==> src/hw/sdiu_pkg.sv <==
// Shared constants, types and helpers of the signed divide and increment unit
//
// How it works
// - Quotient and remainder carry their sign in the top bit, 1 meaning negative.
// - Quotient is negative when exactly one operand is negative.
// - Remainder takes the sign of the dividend.
// - Digit-group destination receives only the quotient, never a remainder.
// - Zero flag is set when the division result is zero.
// - 16-bit carry only for -32,768 divided by -1.
// - 32-bit carry only for -2,147,483,648 divided by -1.
// - Increment adds one to the destination and writes it back there.
// - Increment works on 16-bit words or 32-bit values per form.
// - Continuous form adds every enabled scan; single-shot once per activation.
// - 16-bit increment of +32,767 wraps to -32,768.
// - 32-bit increment of +2,147,483,647 wraps to -2,147,483,648.
// - Increment never touches the zero, borrow or carry flags.
// - Quotient goes to the destination, remainder to the following word or pair.
// - Zero flag is cleared when the division result is nonzero.
package sdiu_pkg;

  // ---------------------------------------------------------------------------
  // Widths and reset values
  // ---------------------------------------------------------------------------
  localparam int          SDIU_W16      = 16;
  localparam int          SDIU_W32      = 32;
  localparam logic [15:0] SDIU_ONE16    = 16'h0001;
  localparam logic [31:0] SDIU_ONE32    = 32'h0000_0001;
  localparam logic [15:0] SDIU_UPPER0   = 16'h0000;
  localparam logic        SDIU_FLAG_RST = 1'b0;
  localparam logic [31:0] SDIU_DATA_RST = 32'h0000_0000;

  // ---------------------------------------------------------------------------
  // Operations and carriers
  // ---------------------------------------------------------------------------
  typedef enum logic [1:0] {
    SDIU_OP_DIV16,
    SDIU_OP_DIV32,
    SDIU_OP_INC16,
    SDIU_OP_INC32
  } sdiu_op_t;

  typedef struct packed {
    sdiu_op_t    op;
    logic        single_shot;
    logic        dest_digit_group;
    logic        dest_index2;
    logic [31:0] first_source_operand;
    logic [31:0] second_source_operand;
    logic [31:0] dest_value;
  } sdiu_req_t;

  typedef struct packed {
    logic [31:0] main_word;
    logic [31:0] remainder;
    logic        write_main;
    logic        write_remainder;
  } sdiu_res_t;

  // Magnitude of a signed 32-bit value, one bit wider so -2^31 fits
  function automatic logic [32:0] sdiu_abs32(input logic [31:0] v);
    logic [32:0] ext;
    ext = {v[31], v};
    sdiu_abs32 = v[31] ? (33'h0 - ext) : ext;
  endfunction

endpackage

==> src/hw/sdiu_divider.sv <==
// Combinational signed divider of parameterised width with flag outputs
`timescale 1ns/10ps
module sdiu_divider #(
  parameter int W = 16
) (
  input  wire logic [W-1:0] dividend,
  input  wire logic [W-1:0] divisor,
  output logic      [W-1:0] quotient,
  output logic      [W-1:0] remainder,
  output logic              div_by_zero,
  output logic              overflow
);
  import sdiu_pkg::*;

  logic signed [W:0] a;
  logic signed [W:0] b;
  logic signed [W:0] q;
  logic signed [W:0] r;

  // One extra bit keeps most-negative by minus one from overflowing; low bits wrap
  // truncating signed divide
  always_comb begin
    a = {dividend[W-1], dividend};
    b = {divisor[W-1], divisor};
    q = '0;
    r = '0;
    if (b != '0) begin
      q = a / b;
      r = a % b;
    end
  end

  assign quotient    = q[W-1:0];
  assign remainder   = r[W-1:0];
  assign div_by_zero = (divisor == '0);
  assign overflow    = (dividend == {1'b1, {(W-1){1'b0}}}) && (divisor == {W{1'b1}});

endmodule // sdiu_divider

==> src/hw/sdiu_top.sv <==
// Signed divide and increment execution unit, one operation per scan tick
`timescale 1ns/10ps
module sdiu_top (
  input  wire logic               clk,
  input  wire logic               rst_n,
  input  wire logic               ce,
  input  wire logic               scan_tick,
  input  wire logic               exec_condition,
  input  wire sdiu_pkg::sdiu_req_t req,
  output sdiu_pkg::sdiu_res_t     result,
  output logic                    result_valid,
  output logic                    refused,
  output logic                    zero_result_flag,
  output logic                    overflow_carry_flag,
  output logic                    execution_state_out
);
  import sdiu_pkg::*;

  // ---------------------------------------------------------------------------
  // Divider instances
  // ---------------------------------------------------------------------------
  logic [15:0] q16;
  logic [15:0] r16;
  logic        dz16;
  logic        ov16;
  logic [31:0] q32;
  logic [31:0] r32;
  logic        dz32;
  logic        ov32;

  sdiu_divider #(.W(SDIU_W16)) u_div16 (
    .dividend    (req.first_source_operand[15:0]),
    .divisor     (req.second_source_operand[15:0]),
    .quotient    (q16),
    .remainder   (r16),
    .div_by_zero (dz16),
    .overflow    (ov16)
  );

  sdiu_divider #(.W(SDIU_W32)) u_div32 (
    .dividend    (req.first_source_operand),
    .divisor     (req.second_source_operand),
    .quotient    (q32),
    .remainder   (r32),
    .div_by_zero (dz32),
    .overflow    (ov32)
  );

  // ---------------------------------------------------------------------------
  // Activation and refusal
  // ---------------------------------------------------------------------------
  logic prev_cond;
  logic is_div;
  logic run;
  logic bad;
  logic fire;

  // Condition history is only sampled on scan ticks so single-shot spans a scan
  always_ff @(posedge clk or negedge rst_n) begin
    if (!rst_n) begin
      prev_cond <= SDIU_FLAG_RST;
    end else if (ce && scan_tick) begin
      prev_cond <= exec_condition;
    end
  end

  assign is_div = (req.op == SDIU_OP_DIV16) || (req.op == SDIU_OP_DIV32);
  assign run    = ce && scan_tick && exec_condition && (!req.single_shot || !prev_cond);
  // refuse index2 for 32-bit division; divide by zero also refused
  assign bad    = ((req.op == SDIU_OP_DIV16) && dz16) ||
                  ((req.op == SDIU_OP_DIV32) && (dz32 || req.dest_index2));
  assign fire   = run && !bad;

  // ---------------------------------------------------------------------------
  // Next result
  // ---------------------------------------------------------------------------
  sdiu_res_t next_result;
  logic      next_zero;
  logic      next_carry;

  // Operands narrower than 32 bits sit in the low half, upper half reads zero
  always_comb begin
    next_result = '0;
    next_zero   = SDIU_FLAG_RST;
    next_carry  = SDIU_FLAG_RST;
    unique case (req.op)
      SDIU_OP_DIV16: begin
        next_result.main_word       = {SDIU_UPPER0, q16};
        next_result.remainder       = {SDIU_UPPER0, r16};
        next_result.write_main      = 1'b1;
        next_result.write_remainder = !req.dest_digit_group;
        next_zero                   = (q16 == SDIU_UPPER0);
        next_carry                  = ov16;
      end
      SDIU_OP_DIV32: begin
        next_result.main_word       = q32;
        next_result.remainder       = r32;
        next_result.write_main      = 1'b1;
        next_result.write_remainder = !req.dest_digit_group;
        next_zero                   = (q32 == SDIU_DATA_RST);
        next_carry                  = ov32;
      end
      SDIU_OP_INC16: begin
        next_result.main_word  = {SDIU_UPPER0, req.dest_value[15:0] + SDIU_ONE16};
        next_result.write_main = 1'b1;
      end
      SDIU_OP_INC32: begin
        next_result.main_word  = req.dest_value + SDIU_ONE32;
        next_result.write_main = 1'b1;
      end
    endcase
  end

  // ---------------------------------------------------------------------------
  // Result registers
  // ---------------------------------------------------------------------------
  // Data holds between executions; write strobes last one enabled cycle
  always_ff @(posedge clk or negedge rst_n) begin
    if (!rst_n) begin
      result <= '0;
    end else if (ce) begin
      if (fire) begin
        result <= next_result;
      end else begin
        result.write_main      <= 1'b0;
        result.write_remainder <= 1'b0;
      end
    end
  end

  // Handshake pulses
  always_ff @(posedge clk or negedge rst_n) begin
    if (!rst_n) begin
      result_valid <= SDIU_FLAG_RST;
      refused      <= SDIU_FLAG_RST;
    end else if (ce) begin
      result_valid <= fire;
      refused      <= run && bad;
    end
  end

  // Execution state is a level that stands for one whole scan
  always_ff @(posedge clk or negedge rst_n) begin
    if (!rst_n) begin
      execution_state_out <= SDIU_FLAG_RST;
    end else if (ce && scan_tick) begin
      execution_state_out <= fire;
    end
  end

  // Flags move only on a completed division; a refused one leaves them alone
  // increments never reach here
  always_ff @(posedge clk or negedge rst_n) begin
    if (!rst_n) begin
      zero_result_flag    <= SDIU_FLAG_RST;
      overflow_carry_flag <= SDIU_FLAG_RST;
    end else if (fire && is_div) begin
      zero_result_flag    <= next_zero;
      overflow_carry_flag <= next_carry;
    end
  end

  // ---------------------------------------------------------------------------
  // Assertions
  // ---------------------------------------------------------------------------
  property p_quot_sign32;
    @(posedge clk) disable iff (!rst_n)
    $past(fire) && ($past(req.op) == SDIU_OP_DIV32) && !overflow_carry_flag |->
      result.main_word[31] == (($past(req.first_source_operand[31]) ^ $past(req.second_source_operand[31]))
                               && (result.main_word != SDIU_DATA_RST));
  endproperty
  a_quot_sign32: assert property (p_quot_sign32) else $error("32-bit quotient sign wrong");

  property p_quot_sign16;
    @(posedge clk) disable iff (!rst_n)
    $past(fire) && ($past(req.op) == SDIU_OP_DIV16) && !overflow_carry_flag |->
      result.main_word[15] == (($past(req.first_source_operand[15]) ^ $past(req.second_source_operand[15]))
                               && (result.main_word[15:0] != SDIU_UPPER0));
  endproperty
  a_quot_sign16: assert property (p_quot_sign16) else $error("16-bit quotient sign wrong");

  property p_rem_sign;
    @(posedge clk) disable iff (!rst_n)
    $past(fire) && ($past(req.op) == SDIU_OP_DIV32) |->
      result.remainder[31] == ($past(req.first_source_operand[31]) && (result.remainder != SDIU_DATA_RST));
  endproperty
  a_rem_sign: assert property (p_rem_sign) else $error("remainder sign differs from dividend");

  property p_digit_norem;
    @(posedge clk) disable iff (!rst_n)
    $past(fire) && $past(is_div) |->
      result.write_main && (result.write_remainder == !$past(req.dest_digit_group));
  endproperty
  a_digit_norem: assert property (p_digit_norem) else $error("remainder write wrong");

  property p_index2_refused;
    @(posedge clk) disable iff (!rst_n)
    run && (req.op == SDIU_OP_DIV32) && req.dest_index2 |=> refused && !result_valid && !result.write_main;
  endproperty
  a_index2_refused: assert property (p_index2_refused) else $error("index2 destination accepted");

  property p_zero_flag;
    @(posedge clk) disable iff (!rst_n)
    $past(fire) && $past(is_div) |-> zero_result_flag == (result.main_word == SDIU_DATA_RST);
  endproperty
  a_zero_flag: assert property (p_zero_flag) else $error("zero flag disagrees with quotient");

  property p_carry16;
    @(posedge clk) disable iff (!rst_n)
    $past(fire) && ($past(req.op) == SDIU_OP_DIV16) |->
      overflow_carry_flag == (($past(req.first_source_operand[15:0]) == 16'h8000) &&
                              ($past(req.second_source_operand[15:0]) == 16'hffff));
  endproperty
  a_carry16: assert property (p_carry16) else $error("16-bit carry wrong");

  property p_carry32;
    @(posedge clk) disable iff (!rst_n)
    $past(fire) && ($past(req.op) == SDIU_OP_DIV32) |->
      overflow_carry_flag == (($past(req.first_source_operand) == 32'h8000_0000) &&
                              ($past(req.second_source_operand) == 32'hffff_ffff));
  endproperty
  a_carry32: assert property (p_carry32) else $error("32-bit carry wrong");

  property p_trunc;
    @(posedge clk) disable iff (!rst_n)
    $past(fire) && ($past(req.op) == SDIU_OP_DIV32) |->
      sdiu_abs32(result.remainder) < sdiu_abs32($past(req.second_source_operand));
  endproperty
  a_trunc: assert property (p_trunc) else $error("remainder not below divisor");

  property p_inc16;
    @(posedge clk) disable iff (!rst_n)
    $past(fire) && ($past(req.op) == SDIU_OP_INC16) && ($past(req.dest_value[15:0]) == 16'h7fff) |->
      result.main_word == 32'h0000_8000;
  endproperty
  a_inc16: assert property (p_inc16) else $error("16-bit increment wrap wrong");

  property p_inc32;
    @(posedge clk) disable iff (!rst_n)
    $past(fire) && ($past(req.op) == SDIU_OP_INC32) && ($past(req.dest_value) == 32'h7fff_ffff) |->
      result.main_word == 32'h8000_0000;
  endproperty
  a_inc32: assert property (p_inc32) else $error("32-bit increment wrap wrong");

  property p_inc_flags;
    @(posedge clk) disable iff (!rst_n)
    $past(fire) && !$past(is_div) |-> $stable(zero_result_flag) && $stable(overflow_carry_flag)
      && !result.write_remainder;
  endproperty
  a_inc_flags: assert property (p_inc_flags) else $error("increment changed flags");

  property p_single_shot;
    @(posedge clk) disable iff (!rst_n)
    ce && scan_tick && exec_condition && req.single_shot && prev_cond |=> !result_valid && !result.write_main;
  endproperty
  a_single_shot: assert property (p_single_shot) else $error("single-shot repeated");

endmodule // sdiu_top

==> config.mk <==
export PLATFORM = sky130hd
export DESIGN_NAME = sdiu_top
export DESIGN_NICKNAME = d
export VERILOG_FILES = /design/src/hw/sdiu_pkg.sv /design/src/hw/sdiu_divider.sv /design/src/hw/sdiu_top.sv
export SDC_FILE = /design/constraint.sdc
export NUM_CORES = 2
export LEC_CHECK = 0
export BUFFER_PORTS_ARGS = -buffer_cell sky130_fd_sc_hd__buf_2
export CAP_MARGIN = 15
export CORE_MARGIN = 4
export CORE_UTILIZATION = 39
export DETAILED_ROUTE_END_ITERATION = 6
export GPL_TIMING_DRIVEN = 1
export PLACE_DENSITY = 0.65
export SLEW_MARGIN = 15
export SYNTH_ARGS = -nofsm -noshare
export SYNTH_HDL_FRONTEND = slang
export SYNTH_SLANG_ARGS = --single-unit
==> constraint.sdc <==
create_clock -name clk -period 2 [get_ports clk]
set_input_delay 0.1 -clock clk [delete_from_list [all_inputs] [get_ports clk]]
set_output_delay 0.1 -clock clk [all_outputs]
set_load 0.01 [all_outputs]
After elaboration in Yosys (flattened, before gate mapping):

Index checks and enable logic that the tools add are counted.

* word-level logic and storage cells: 62
* output and inout bits: 71
* input port bits: 106
* bits in registers: 72

* $add $sub $neg: 2
* muxes and demuxes: 11
* div/mod/pow operators: 4
* reduce and logical (&&, ||, !) cells: 28
* equal/unequal tests: 7

Operators with widths (count)
* 32-bit case mux with 4 select lines: 1
* 32-bit equality test, second input constant: 2
* 32-bit zero test: 2
* 32-bit two-way mux: 2
* 32-bit case mux with 2 select lines: 1
* 33-bit by 33-bit divider with 33-bit output: 1
* 33-bit by 33-bit remainder unit with 33-bit output: 1
* 33-bit nonzero test: 1
* 32-bit by 1-bit adder with 32-bit output, second input constant: 1
* 16-bit equality test, second input constant: 2
* 16-bit zero test: 2
* 16-bit two-way mux: 2
* 17-bit by 17-bit divider with 17-bit output: 1
* 17-bit by 17-bit remainder unit with 17-bit output: 1
* 17-bit nonzero test: 1
* 16-bit by 1-bit adder with 16-bit output, second input constant: 1
* 1-bit logical AND: 10
* 2-bit equality test, second input constant: 2
* 1-bit zero test: 4
* 1-bit logical OR: 4
* 1-bit case mux with 2 select lines: 2
* 4-bit OR reduction: 1
* 2-bit by 1-bit equality test with 1-bit output, second input constant: 1
* 2-bit zero test: 1
* 4 further kinds: 5

Logic depth before layout (Yosys ltp):

* depth in word-level cells: 7
* mapped depth: 403
* mapped depth without buffers: 365

By module:

A second synthesis with hierarchy kept.

* cells, all modules: 7824
* area total of the unflattened synthesis: 52609.2 um^2

By module, submodules not included
* sdiu_divider (u_div32): instances 1, sequential area each 0.0 um^2, cells each 5756, area an instance 37637.3 um^2
* sdiu_divider (u_div16): instances 1, sequential area each 0.0 um^2, cells each 1597, area an instance 10840.4 um^2
* sdiu_top: instances 1, sequential area each 1776.7 um^2, cells each 471, area an instance 4131.5 um^2

Least setup slack after synthesis:

Ideal clock, no wire load.

* kind: input port to flip-flop
* start point: in req[32] (netlist name)
* end point: reg zero_result_flag
* buffers on the path: 67
* data arrival time: 83085 ps
* required time: 1918 ps
* library setup time: 82 ps
* setup slack: -81167 ps
* stages on the path: 360
* cell sequence: inv_1 > ha_1 > nor3b_1 > nand4_1 > o41ai_2 > xnor2_1 > inv_2 > and2_1 > buf_2 > nand4_1 > buf_2 > buf_1 > clkbuf_1 > nor3_1 > a31oi_1 > nor2_1 > ha_1 > o21a_1 > [... 324 more ...] > a21oi_1 > o31ai_1 > a21oi_1 > inv_1 > clkbuf_1 > clkbuf_1 > buf_1 > ha_1 > nand3_1 > nor4_1 > nand4_1 > o21ai_1 > xnor2_1 > or4b_1 > nor4_1 > nor2_1 > or3_1 > a31oi_1

* longest elaborated chain between the ends: 7
* elaborated cells on any way between the ends: 18
* those cells by class: 2 x div; 3 x mux; 13 x reduce/logical

Ends and longest elaborated chain
* from (decl): line sdiu_top.sv:9 `input wire sdiu_pkg::sdiu_req_t req,`
* branches (longest 7 deep; another with 33-bit by 33-bit divider with 33-bit output)
* to (signal assigned): line sdiu_top.sv:158 `zero_result_flag <= next_zero;`
* to (decl): line sdiu_top.sv:13 `output logic zero_result_flag,`

Several ways; the timed one is not identified.
A chain may end at the register's enable or synchronous reset.

Worst setup path in the final report:

* start point: in req[72] (netlist name)
* end point: reg result[30] (netlist name)

* longest elaborated chain between the ends: 3

Ends and longest elaborated chain
* 33-bit by 33-bit remainder unit with 33-bit output: line sdiu_divider.sv:29 `r = a % b;`
* 32-bit two-way mux: line sdiu_divider.sv:27 `if (b != '0) begin`
* 32-bit case mux with 2 select lines: line sdiu_top.sv:86 `unique case (req.op)`
* to (signal assigned): line sdiu_top.sv:123 `result <= next_result;`
* to (decl): line sdiu_top.sv:10 `output sdiu_pkg::sdiu_res_t result,`

No other way between the ends.

==> impl_metrics.toml <==
[die]
fp-row-count = 132
start_util_pct = 39.2
die_height_um = 369
design.die.area_mm2 = 0.136
die_x_um = 369
core_mm2 = 0.129
io_pins = 177

[route]
vias_per_cell = 6.04
drt-initial-drc-count = 9554
wl_mm = 323
post_drt_wl_per_cell_um = 24.5
drcViolationCount = 0
vias = 79600
dr.pass1.iters = 6
ant_nets = 0

[clock_network]
cts.path.max_buffers = 2
htreeDepth = 3
cts_tree = "done"
clock_sinks = 71
worstSkewPairLatency_ns = 0.39
cts_root_buf = "clkbuf_16"
clkTransAtPathRegs_ns = 0.07
cts_made_buffers = 9

[worst_setup_path]
worstSetupPathType = "primary input to flop"
crit_required_ns = 2.27
crit_slowest_cell = "or4_4"
crit_path_max_fanout = 8
cpMostUsedCell = "buf_4"
startpoint_type = "primary input"
max_stage_delay_ns = 0.57
arrival_ns = 70.39
critPathCaptureType = "flop"

[synth]
synth_top_family_by_area = "compound AO/OA/AOI/OAI gates"
synthFlopType = "dfrtp_1"
synth-simple-area-share_pct = 26.6
synth-adder-area-share_pct = 18.0
synth-compound-area-share_pct = 33.4
avgSynthCellArea_um2 = 6.68
async_flop_share_pct = 100
synth.distinct_cells = 113
synth_edf_count = 0
synthCells = 7593
ys_ff_latch = 71
synthMuxAreaShare_pct = 2.31
seq_area_frac_synth_pct = 3.50
ys.warnings.count = 0
synth_xor_area_share_pct = 11.9
netlist_area_mm2 = 0.0507

[placement]
post_dp_cell_area_mm2 = 0.0822
place_inst = 12900
port_buffers = 176
dp_hpwl_mm = 263
place_congestion = 1.11

[timing]
hold_viol = 0
max_freq_mhz = 14.3
rsz0062_at_grt = "true"
finalMaxSlewViolations = 0
finalCritPeriodShare_pct = 3510
clock_skew_ns = 0.0241
setup-tns-final_ns = -4379.17
setup_ws_ns = -68.12
setup_viol = 70
tightest_slew_ns = 1.37
period_minus_slack_ns = 70.12
relSlewSlack_pct = 8.28

[layout]
fin_cells = 13200
final_nets = 12300
layout_common_cells = "buf_4 (3783), nor2_1 (777), nand2_1 (764)"
final_common_cell = "buf_4"
area_growth_pct = 77.8
fin_area_mm2 = 0.0902
drive_gt1_share_pct = 45.8

[hold_path]
hold_class = "primary input to flop"

[pwr]
power_density_mw_per_mm2 = 1220
worst_ir_drop_vdd_v = 0.00258
p_leak_nw = 43.9
power_w = 0.110

[global_route]
grt_pass1_wl_mm = 454
grt_use_met3_pct = 9.37
groute.usage.overall_pct = 43.4
grt_use_met1_pct = 57.8
antenna_found_initial = 29
busiest_layer = "met2"
grt_start_max_net_pins = 58
grt.met2_usage_pct = 65.5
grt_overflow = 0
grt_pass1_vias = 73300

[outcome]
violations = "setup timing"
status = "finished, violations left"

[flow_run]
drv_cap = 0
## cell usage after synthesis, types with 66 or more instances
cell / count / share of area [%]
a31oi_1: 143 / 1.8
nor4_1: 69 / 0.85
nor2_1: 854 / 6.3
o21ai_0: 454 / 4.5
o31ai_1: 80 / 1.2
mux2_2: 66 / 1.5
xor2_1: 257 / 4.4
clkbuf_1: 226 / 1.7
ha_1: 726 / 18
dfrtp_1: 71 / 3.5
nand3_1: 211 / 2.1
nand2b_1: 68 / 0.84
or3_1: 89 / 1.1
a21o_1: 223 / 3.3
o21a_1: 168 / 2.5
nand4_1: 115 / 1.4
o211ai_1: 85 / 1.3
and3_1: 77 / 0.95
inv_1: 266 / 2.0
nor3_1: 253 / 2.5
nand2_1: 819 / 6.1
o21bai_1: 75 / 1.1
a21oi_1: 689 / 6.8
xnor2_1: 434 / 7.5
## flip-flops by register name, summed over array words and instances, names as in the netlist
signal	cells
execution_state_out	1
overflow_carry_flag	1
prev_cond	1
refused	1
result	66
zero_result_flag	1
## layout make-up
type	count	area, um2
Multi-Input combinational cell	6967	53400
Antenna cell	21	52.6
Sequential cell	71	1780
Fill cell	11000	39100
Timing Repair Buffer	4101	31500
Inverter	273	1040
Clock inverter	7	85.1
Tap cell	1742	2180
Clock buffer	9	225
## path summary, 6_finish.rpt
check	from	endpoint	slack, ns	cells after the start
setup / recovery	req[72]	result[30]	-68.12	369
hold / removal	exec_condition	prev_cond	0.02	3
setup reg to reg	prev_cond	overflow_carry_flag	0.12	5
max in group asynchronous	rst_n	result[59]	1.22	3
hold reg to reg	result[42]	result[42]	0.48	2
min in group asynchronous	rst_n	prev_cond	0.12	2
## report_power, final
| group | internal (W) | switching (W) | total (W) | leakage (nW) |
|---|---|---|---|---|
| registers | 0.00194 | 0.000376 | 0.00232 | 0.893 |
| clock network | 0.000995 | 0.000842 | 0.00184 | 0.147 |
| logic | 0.0517 | 0.0539 | 0.106 | 42.9 |
## metal layers
metal	routed length (um)	share of wire [%]
met1	129000	40
met2	131000	41
met3	39300	12
met4	22900	7.1
met5	80	0.025
## metrics by stage
step           util, %  worst slack [ns]  hold WS (ns)
2_1_floorplan        -            -66.87        -0.196
3_3_place_gp      63.5            -72.75       -0.0355
3_5_place_dp      63.5            -73.82       -0.0315
4_1_cts           64.3            -70.07        0.0164
5_1_grt           69.7            -70.46        0.0372
6_report          69.7            -68.12        0.0197
## worst max-delay path, delay by kind of cell
| kind | cells | cell delay, ns |
|---|---|---|
| and+or+nand+nor | 117 | 21.24 |
| buffers and inverters | 66 | 9.44 |
| adders and majority gates | 32 | 8.30 |
| xor gates and xnor gates | 2 | 0.20 |
| AOI/OAI and AO/OA | 147 | 29.43 |
| muxes | 5 | 1.42 |
## cell families (layout without fill, tap and decap cells)
family	after synthesis	after routing
xor gates and xnor gates	691	691
buffers and inverters	559	4390
AOI/OAI and AO/OA	2566	2566
muxes	109	109
DFF	71	71
other	2	25
and+or+nand+nor	2867	2869
adders and majority gates	728	728
## repair_timing
action	in CTS	in global routing
resized for setup	88	958
gates cloned	0	13
setup buffers	28	257
endpoints found under the setup margin	70	70
pin swaps	19	456
hold buffers	3	0
endpoints found under the hold margin	74	0
Note: power is estimated with default switching activity, not from simulation.
